File: config.mk
export PLATFORM = sky130hd
export DESIGN_NAME = eipc_ctrl
export DESIGN_NICKNAME = d
export VERILOG_FILES = /design/src/verilog/eipc_pkg.sv /design/src/verilog/eipc_ctrl.sv
export SDC_FILE = /design/constraint.sdc
export NUM_CORES = 1
export LEC_CHECK = 0
export BUFFER_PORTS_ARGS = -buffer_cell sky130_fd_sc_hd__buf_2
export CAP_MARGIN = 20
export CORE_ASPECT_RATIO = 2
export CORE_MARGIN = 10
export CORE_UTILIZATION = 54
export CTS_CLUSTER_SIZE = 8
export DETAILED_ROUTE_END_ITERATION = 10
export HOLD_SLACK_MARGIN = 0.1
export PLACE_DENSITY = 0.81
export SETUP_SLACK_MARGIN = 0.4
export SKIP_CTS_REPAIR_TIMING = 1
export SLEW_MARGIN = 20
export SYNTH_ARGS = -nofsm -noshare
export SYNTH_HDL_FRONTEND = slang
export SYNTH_SLANG_ARGS = --single-unit
File: constraint.sdc
create_clock -name clk_sys -period 3.95 [get_ports clk_sys]
set_clock_uncertainty 0.1 [all_clocks]
set_input_delay 0.1975 -clock clk_sys [delete_from_list [all_inputs] [get_ports clk_sys]]
set_output_delay 0.1975 -clock clk_sys [all_outputs]
set_load 0.03 [all_outputs]
File: src/verilog/eipc_pkg.sv
// Constants for the external pin interrupt edge and priority controller
package eipc_pkg;
  localparam int          ADDR_W        = 8;
  localparam int          DATA_W        = 32;
  localparam int          REG_W         = 8;
  localparam int          N_PIN         = 4;
  localparam int          N_SRC         = 6;
  // Source index in the per-source vectors
  localparam int          SRC_PIN0      = 0;
  localparam int          SRC_PIN1      = 1;
  localparam int          SRC_PIN2      = 2;
  localparam int          SRC_PIN3      = 3;
  localparam int          SRC_TIMER_ZERO      = 4;
  localparam int          SRC_PORTB     = 5;
  // Register byte offsets
  localparam logic [7:0]  OFS_EDGE_CFG  = 8'h00;
  localparam logic [7:0]  OFS_PIN_CTRL  = 8'h04;
  localparam logic [7:0]  OFS_CORE_CTRL = 8'h08;
  localparam logic [7:0]  OFS_SRC_FLAGS = 8'h0c;
  localparam logic [7:0]  OFS_IRQ_STAT  = 8'h10;
  localparam logic [7:0]  OFS_IRQ_MASK  = 8'h14;
  // Reset values
  localparam logic [3:0]  RST_EDGE_SEL  = 4'hf;
  localparam logic [5:0]  RST_PRIO      = 6'h3f;
  localparam logic [5:0]  RST_PRIO_PIN  = 6'h07;
  localparam logic [5:0]  RST_EN        = 6'h00;
  localparam logic        RST_PULLUP    = 1'h1;
  // external_edge_and_priority_config fields
  localparam int          B_PULLUP      = 7;
  localparam int          B_EDGE_PIN0   = 6;
  localparam int          B_TIMER_ZERO_PRIO   = 2;
  localparam int          B_PIN3_PRIO   = 1;
  localparam int          B_PORTB_PRIO  = 0;
  // external_pin_irq_control fields
  localparam int          B_PIN2_PRIO   = 7;
  localparam int          B_PIN1_PRIO   = 6;
  localparam int          B_EN_PIN1     = 3;
  localparam int          B_FLAG_PIN1   = 0;
  // Core control fields
  localparam int          B_GLOBAL_HIGH_IRQ_ENABLE        = 0;
  localparam int          B_GLOBAL_LOW_IRQ_ENABLE        = 1;
  localparam int          B_PMODE       = 2;
  localparam int          B_EN_PIN0     = 3;
  localparam int          B_EN_TIMER_ZERO     = 4;
  localparam int          B_EN_PORTB    = 5;
  // Core flag fields
  localparam int          B_FLAG_PIN0   = 0;
  localparam int          B_FLAG_TIMER_ZERO   = 1;
  localparam int          B_FLAG_PORTB  = 2;
endpackage

File: src/verilog/eipc_ctrl.sv
// External pin interrupt edge, priority, enable and flag controller
// Contract
// RULE_01: Flags set regardless of any enable bit
// RULE_02: Software clears flag before enabling source
// RULE_03: Per-pin edge select, one rising, resets one
// RULE_04: Priority bits pick high or low request
// RULE_05: Pin enables gate requests, reset to zero
// RULE_06: Pin flag set on edge, software clears
// RULE_07: Mode bit splits global enable high/low
// RULE_08: Sample pins, flag one clock after edge; the flag here rises two clocks after the pin edge
//
// Added by the designer: the Avalon-MM register port and the register addresses.
`timescale 1ns/1ps
`default_nettype none
module eipc_ctrl
  import eipc_pkg::*;
(
  input  wire logic              clk_sys,
  input  wire logic              resetn,
  input  wire logic [ADDR_W-1:0] avs_address,
  input  wire logic              avs_read,
  input  wire logic              avs_write,
  input  wire logic [DATA_W-1:0] avs_writedata,
  output logic      [DATA_W-1:0] avs_readdata,
  output logic                   avs_waitrequest,
  input  wire logic [N_PIN-1:0]  ext_pin,
  input  wire logic              timer_zero_overflow,
  input  wire logic              port_b_change,
  output logic                   irq_high,
  output logic                   irq_low,
  output logic                   irq,
  output logic                   port_b_pullup_disable_n
);

  logic [N_PIN-1:0] pin_q;
  logic [N_PIN-1:0] pin_prev;
  logic [N_PIN-1:0] edge_sel;
  logic [N_SRC-1:0] prio;
  logic [N_SRC-1:0] en;
  logic [N_SRC-1:0] flag;
  logic [N_SRC-1:0] status;
  logic [N_SRC-1:0] mask;
  logic             global_high_irq_enable;
  logic             global_low_irq_enable;
  logic             pmode;

  logic [N_PIN-1:0]  next_edge_sel;
  logic [N_SRC-1:0]  next_prio;
  logic [N_SRC-1:0]  next_en;
  logic [N_SRC-1:0]  next_flag;
  logic [N_SRC-1:0]  next_status;
  logic [N_SRC-1:0]  next_mask;
  logic              next_global_high_irq_enable;
  logic              next_global_low_irq_enable;
  logic              next_pmode;
  logic              next_pullup;
  logic              next_irq_high;
  logic              next_irq_low;
  logic              next_irq;
  logic              next_wait;
  logic [DATA_W-1:0] next_rdata;
  logic [N_SRC-1:0]  set_evt;
  logic [N_SRC-1:0]  pend;
  logic              wr_take;
  logic              rd_take;
  logic [REG_W-1:0]  wd;

  // Selected edge seen between two consecutive samples
  function automatic logic edge_hit(input logic sel, input logic cur,
                                    input logic prev);
    edge_hit = sel ? (cur & ~prev) : (~cur & prev);
  endfunction

  // Register read view
  function automatic logic [REG_W-1:0] reg_view(input logic [7:0] a);
    reg_view = '0;
    case (a)
      OFS_EDGE_CFG:
      begin
        reg_view[B_PULLUP] = port_b_pullup_disable_n;
        for (int i = 0; i < N_PIN; i++)
          reg_view[B_EDGE_PIN0-i] = edge_sel[i];
        reg_view[B_TIMER_ZERO_PRIO]  = prio[SRC_TIMER_ZERO];
        reg_view[B_PIN3_PRIO]  = prio[SRC_PIN3];
        reg_view[B_PORTB_PRIO] = prio[SRC_PORTB];
      end
      OFS_PIN_CTRL:
      begin
        reg_view[B_PIN2_PRIO] = prio[SRC_PIN2];
        reg_view[B_PIN1_PRIO] = prio[SRC_PIN1];
        for (int i = 0; i < 3; i++)
        begin
          reg_view[B_EN_PIN1+i]   = en[SRC_PIN1+i];
          reg_view[B_FLAG_PIN1+i] = flag[SRC_PIN1+i];
        end
      end
      OFS_CORE_CTRL:
      begin
        reg_view[B_GLOBAL_HIGH_IRQ_ENABLE]     = global_high_irq_enable;
        reg_view[B_GLOBAL_LOW_IRQ_ENABLE]     = global_low_irq_enable;
        reg_view[B_PMODE]    = pmode;
        reg_view[B_EN_PIN0]  = en[SRC_PIN0];
        reg_view[B_EN_TIMER_ZERO]  = en[SRC_TIMER_ZERO];
        reg_view[B_EN_PORTB] = en[SRC_PORTB];
      end
      OFS_SRC_FLAGS:
      begin
        reg_view[B_FLAG_PIN0]  = flag[SRC_PIN0];
        reg_view[B_FLAG_TIMER_ZERO]  = flag[SRC_TIMER_ZERO];
        reg_view[B_FLAG_PORTB] = flag[SRC_PORTB];
      end
      OFS_IRQ_STAT: reg_view[N_SRC-1:0] = status;
      OFS_IRQ_MASK: reg_view[N_SRC-1:0] = mask;
      default:      reg_view = '0;
    endcase
  endfunction

  // One wait cycle per access; waitrequest low marks the taking edge
  always_comb
  begin
    wr_take = avs_write & ~avs_waitrequest;
    rd_take = avs_read & ~avs_waitrequest;
    wd      = avs_writedata[REG_W-1:0];
    next_wait  = ~((avs_read | avs_write) & avs_waitrequest);
    next_rdata = avs_readdata;
    if (avs_read && avs_waitrequest)
      next_rdata = {{(DATA_W-REG_W){1'b0}}, reg_view(avs_address)};
  end

  always_comb
  begin
    for (int i = 0; i < N_PIN; i++)
      set_evt[i] = edge_hit(edge_sel[i], pin_q[i], pin_prev[i]); // RULE_08
    set_evt[SRC_TIMER_ZERO]  = timer_zero_overflow;
    set_evt[SRC_PORTB] = port_b_change;

    next_edge_sel = edge_sel;
    next_prio     = prio;
    next_en       = en;
    next_flag     = flag;
    next_mask     = mask;
    next_global_high_irq_enable     = global_high_irq_enable;
    next_global_low_irq_enable     = global_low_irq_enable;
    next_pmode    = pmode;
    next_pullup   = port_b_pullup_disable_n;
    if (wr_take)
    begin
      case (avs_address)
        OFS_EDGE_CFG:
        begin
          next_pullup = wd[B_PULLUP];
          for (int i = 0; i < N_PIN; i++)
            next_edge_sel[i] = wd[B_EDGE_PIN0-i]; // RULE_03
          next_prio[SRC_TIMER_ZERO]  = wd[B_TIMER_ZERO_PRIO]; // RULE_04
          next_prio[SRC_PIN3]  = wd[B_PIN3_PRIO];
          next_prio[SRC_PORTB] = wd[B_PORTB_PRIO];
        end
        OFS_PIN_CTRL:
        begin
          next_prio[SRC_PIN2] = wd[B_PIN2_PRIO]; // RULE_04
          next_prio[SRC_PIN1] = wd[B_PIN1_PRIO];
          for (int i = 0; i < 3; i++)
          begin
            next_en[SRC_PIN1+i]   = wd[B_EN_PIN1+i]; // RULE_05
            next_flag[SRC_PIN1+i] = wd[B_FLAG_PIN1+i]; // RULE_06
          end
        end
        OFS_CORE_CTRL:
        begin
          next_global_high_irq_enable            = wd[B_GLOBAL_HIGH_IRQ_ENABLE];
          next_global_low_irq_enable            = wd[B_GLOBAL_LOW_IRQ_ENABLE];
          next_pmode           = wd[B_PMODE];
          next_en[SRC_PIN0]    = wd[B_EN_PIN0];
          next_en[SRC_TIMER_ZERO]    = wd[B_EN_TIMER_ZERO];
          next_en[SRC_PORTB]   = wd[B_EN_PORTB];
        end
        OFS_SRC_FLAGS:
        begin
          next_flag[SRC_PIN0]  = wd[B_FLAG_PIN0];
          next_flag[SRC_TIMER_ZERO]  = wd[B_FLAG_TIMER_ZERO];
          next_flag[SRC_PORTB] = wd[B_FLAG_PORTB];
        end
        OFS_IRQ_MASK: next_mask = wd[N_SRC-1:0];
        default:      next_mask = mask;
      endcase
    end
    // Set beats a same-cycle software clear; enables play no part
    next_flag = next_flag | set_evt; // RULE_01 RULE_06

    // Clear only the bits handed out, so a late event survives the read
    next_status = status;
    if (rd_take && avs_address == OFS_IRQ_STAT)
      next_status = status & ~avs_readdata[N_SRC-1:0];
    next_status = next_status | set_evt;

    pend          = flag & en; // RULE_05
    next_irq_high = 1'b0;
    next_irq_low  = 1'b0;
    if (!pmode)
      next_irq_high = global_high_irq_enable & (|pend); // RULE_07
    else
    begin
      next_irq_high = global_high_irq_enable & (|(pend & prio)); // RULE_04 RULE_07
      next_irq_low  = global_low_irq_enable & (|(pend & ~prio));
    end
    next_irq = |(status & mask);
  end

  always_ff @(posedge clk_sys)
  begin
    if (!resetn)
    begin
      pin_q                   <= '0;
      pin_prev                <= '0;
      edge_sel                <= RST_EDGE_SEL; // RULE_03
      prio                    <= RST_PRIO; // RULE_04
      en                      <= RST_EN; // RULE_05
      flag                    <= '0;
      status                  <= '0;
      mask                    <= '0;
      global_high_irq_enable                    <= 1'b0;
      global_low_irq_enable                    <= 1'b0;
      pmode                   <= 1'b0;
      port_b_pullup_disable_n <= RST_PULLUP;
      irq_high                <= 1'b0;
      irq_low                 <= 1'b0;
      irq                     <= 1'b0;
      avs_waitrequest         <= 1'b1;
      avs_readdata            <= '0;
    end
    else
    begin
      pin_q                   <= ext_pin; // RULE_08
      pin_prev                <= pin_q;
      edge_sel                <= next_edge_sel;
      // Pin 0 has no priority bit and always requests high
      prio                    <= next_prio | (N_SRC'(1) << SRC_PIN0);
      en                      <= next_en;
      flag                    <= next_flag;
      status                  <= next_status;
      mask                    <= next_mask;
      global_high_irq_enable                    <= next_global_high_irq_enable;
      global_low_irq_enable                    <= next_global_low_irq_enable;
      pmode                   <= next_pmode;
      port_b_pullup_disable_n <= next_pullup;
      irq_high                <= next_irq_high;
      irq_low                 <= next_irq_low;
      irq                     <= next_irq;
      avs_waitrequest         <= next_wait;
      avs_readdata            <= next_rdata;
    end
  end
endmodule
`default_nettype wire

* After elaboration in Yosys (flattened, before gate mapping)
Cells that the tools add are included.
** Operators by class
- Reductions and logical operators :: 12
- Equality and inequality tests :: 5
- Multiplexer cells :: 13
- Bitwise logic cells :: 34
** Operators by type and width (count)
- $and 6x6->6 :: 5
- $reduce_or 6->1 :: 4
- $pmux 3 s6 :: 1
- $eq 8x4->1 const B :: 2
- $eq 8x5->1 const B :: 2
- $pmux 3 s5 :: 1
- $and 1x1->1 :: 14
- $mux 6 :: 2
- $not 6->6 :: 2
- $or 6x6->6 :: 2
- $not 1->1 :: 10
- $reduce_and 2->1 :: 5
- $eq 8x3->1 const B :: 1
- $logic_not 8->1 :: 1
- $mux 1 :: 6
- $pmux 2 s2 :: 1
- $mux 3 :: 1
- $logic_and 1x1->1 :: 2
- $mux 2 :: 1
- $or 1x1->1 :: 1
** Storage, ports and cells
- Logic and storage cells :: 84
- Register bits :: 58
- Output and inout bits :: 37
- Input port bits :: 50

* Depth between registers and ports, before layout
- Depth after elaboration :: 5
- Mapped depth :: 6
- Depth with buffers taken out :: 4

* Least setup slack after synthesis
OpenSTA, ideal clock, no wires.
- Path kind :: register to register
- Start point :: register avs_waitrequest
- End point :: register mask[0]
- Cell stages (with the launch flop) :: 7
- Buffers on the path :: 2
- Setup time :: 0.128 ns
- Required time :: 3.722 ns
- Period minus slack after synthesis :: 1.613 ns
- Slack :: 2.337 ns
- Arrival time :: 1.385 ns
- Cells stage by stage :: dfxtp_1 nor2b_1 clkbuf_1 and4_1 buf_2 mux2i_1 nor2_1
** On the way
- Word-level cells in the longest chain between the ends :: 3
** RTL lines
- start, declared :: RTL line eipc_ctrl.sv:25 : output logic avs_waitrequest,
- start signal, assigned :: RTL line eipc_ctrl.sv:249 : avs_waitrequest <= next_wait;
- $not 1->1 :: RTL line eipc_ctrl.sv:121 : wr_take = avs_write & ~avs_waitrequest;
- $and 1x1->1 :: RTL line eipc_ctrl.sv:121
- $reduce_and 2->1 (no source line)
- end signal, assigned :: RTL line eipc_ctrl.sv:241 : mask <= next_mask;
- end, declared :: RTL line eipc_ctrl.sv:42 : logic [N_SRC-1:0] mask;
No other way between the ends.
A chain may end at the register's enable or synchronous reset.

* Final worst setup path
- Start point :: input port avs_write
- End point :: register mask[0]
** On the way
- Word-level cells in the longest chain between the ends :: 2
** RTL lines
- start, declared :: RTL line eipc_ctrl.sv:22 : input wire logic avs_write,
- $and 1x1->1 :: RTL line eipc_ctrl.sv:121
- $reduce_and 2->1 (no source line)
No other way between the ends.

==> reports/results.ini <==
[outcome]
run_status=complete, no violations

[setup_path]
cp_cell_sequence=dlygate4sd3_1, buf_2, nor2b_1, and4_1, mux2i_1, nor2_1
cp_top_family=simple AND/OR/NAND/NOR gates
crit_fanout=6
crit_arrival_ns=2.13
end_kind=register
critPathKind=in2reg
start_kind=primary input
slowest_stage=and4_1
critPathBufInv=2
cp_slowest_stage_delay_ns=0.56
critical_path_required_ns=4.06

[yosys]
ys_ff_latch=57
ys_warn_count=0
synthArstFlopShare_pct=0
yosys_most_used_dff=dfxtp_1
yosysMostFrequentCell=dfxtp_1
synth_top_area_share_pct=41.9
synth_area_leaders=dfxtp_1 42%, mux2i_1 13%, buf_4 6.6%
synth-edff-count=0
synth_cells=286
synth_common_cells=57 x dfxtp_1, 35 x mux2i_1, 25 x nand2_1
yosys.area.top_type=dfxtp_1
synth_area_per_cell_um2=9.52
yosysUniqueCellTypes=39
yosysSeqAreaShare_pct=41.9
syn_area_um2=2720

[layout]
fin_area_um2=3170
fillCellCount=413
num-nets-final=390
area.growth.synth_to_final_pct=16.4
multi_input_area_um2=1420
ff_latch_area_um2=1140
drive_gt1_share_pct=19.0
n_antenna_cell=0
final_cells=400

[sta]
max_slew_margin_pct=44.0
fmax_mhz=494
slew_violations=0
finalCritPeriodShare_pct=51.2
rsz0062_at_grt=no
period_minus_slack_ns=2.02
setup_tns_ns=0
worst_pin_slew_ns=0.833
holdWs_ns=0.178
timing.final.ws_setup_ns=1.93
final_hold_viol_count=0
setup_viol_count_final=0

[cts]
h-tree-depth=3
numCtsBuffers=9
cts_tree=built
clockBufferDepth=2
cts_root_buf=clkbuf_8
clk-insertion-delay-late_ns=0.34
path_clk_slew_ns=0.06
cts_num_sinks=57

[drt]
wl_per_cell_um=17.6
ant_nets=0
vias_per_cell=5.68
dr.pass1.iters=4
dr_total_vias=2271
drc=0
drt_wl_total_um=7030
drtIter0Drc=242

[pwr]
power.density_nw_per_um2=383
switchingPower_uw=315
clkPwrFrac_pct=37.9
total_leakage_power_nw=1.46
combPwrFrac_pct=12.0
power.switching_fraction_pct=26.0
seq_power_share_pct=50.1
ir_drop_uv=273
p_int_uw=898

[worst_hold_path]
hold_path_class=in2reg

[grt]
grt_pass1_wl_um=11200
grt_max_degree=31
grt_pass1_vias=2258
track_usage_pct=16.6
grt-ovfl-total=0
antenna_found_initial=0

[run]
drv_cap=0

[placed_design]
post_dp_cell_area_um2=2850
gp_congestion=0.893
io_buffer_count=38
hpwl_um=5180
dp_cells=370
post-place-ws_ns=1.92

[floorplan]
fp.dieH_um=120
ios=87
fp.coreArea_um2=4860
design.die.area_um2=8450
start_util_pct=56.0
die_w_um=70.2
core.rowCount=36

## state kept, by name, summed over array words and instances, names as in the netlist
signal and flops:
avs_readdata 8, en 6, flag 6, mask 6, status 6, prio 5, edge_sel 4, pin_prev 4
pin_q 4, avs_waitrequest 1, global_high_irq_enable 1, global_low_irq_enable 1, irq 1, irq_high 1, irq_low 1, pmode 1
port_b_pullup_disable_n 1
## routing by layer
metal / global-route usage (%) / share of wire [%]
met5: 0 / 0
met4: 13.6 / 5.0
met3: 6.47 / 7.6
met2: 26.8 / 51
met1: 16.4 / 36
## cell families (layout without fill, tap and decap cells)
kind of cell | count (synthesis) | after routing | synth area share, %
AO/OA/AOI/OAI | 52 | 52 | 11.1
buffers and inverters | 39 | 73 | 9.05
flip-flops | 57 | 57 | 41.9
multiplexers | 42 | 42 | 17.4
other | 1 | 24 | 0.138
AND/OR/NAND/NOR | 95 | 95 | 20.4
## cells in the final DEF, fill, tap and decap left out, types with 7 or more instances in the layout
| master | Yosys | routed |
|---|---|---|
| clkbuf_8 | 0 | 11 |
| dfxtp_1 | 57 | 57 |
| nand2_1 | 25 | 25 |
| nor2_1 | 18 | 18 |
| and2_1 | 9 | 9 |
| a21oi_1 | 23 | 23 |
| conb_1 | 1 | 24 |
| mux2i_1 | 35 | 35 |
| buf_2 | 2 | 38 |
| dlygate4sd3_1 | 0 | 16 |
| nand3_1 | 7 | 7 |
| o21ai_0 | 8 | 8 |
| a31oi_1 | 10 | 10 |
## layout make-up
class / instances / share of cell area [%]
Inverter: 4 / 0.474
Clock buffer: 14 / 5.13
Timing Repair Buffer: 55 / 11.3
Sequential cell: 57 / 36.0
Tap cell: 57 / 2.25
Multi-Input combinational cell: 213 / 44.8
## power groups by stage
stage,Sequential [mW],Combinational (mW),Clock [mW]
after global routing,0.610,0.157,0.499
after floorplan,0.625,0.102,0
after CTS,0.607,0.131,0.475
final,0.608,0.146,0.459
after detailed placement,0.619,0.131,0
after global placement,0.618,0.129,0
## path summary, 6_finish.rpt
path / startpoint / end / slack [ns] / depth (start not counted)
worst max-delay path: avs_write / mask[0] / 1.93 / 6
worst min-delay path: resetn / edge_sel[3] / 0.18 / 2
worst max register to register: avs_waitrequest / mask[0] / 2.08 / 4
worst min register to register: avs_readdata[6] / avs_readdata[6] / 0.35 / 2
## stage by stage
step           utilization (%)  power, mW
6_report                  65.1       1.21
3_5_place_dp              58.5      0.750
5_1_grt                   65.1       1.27
3_3_place_gp              58.5      0.747
4_1_cts                   61.9       1.21
2_1_floorplan                -      0.727
(Power assumes the default switching activity.)
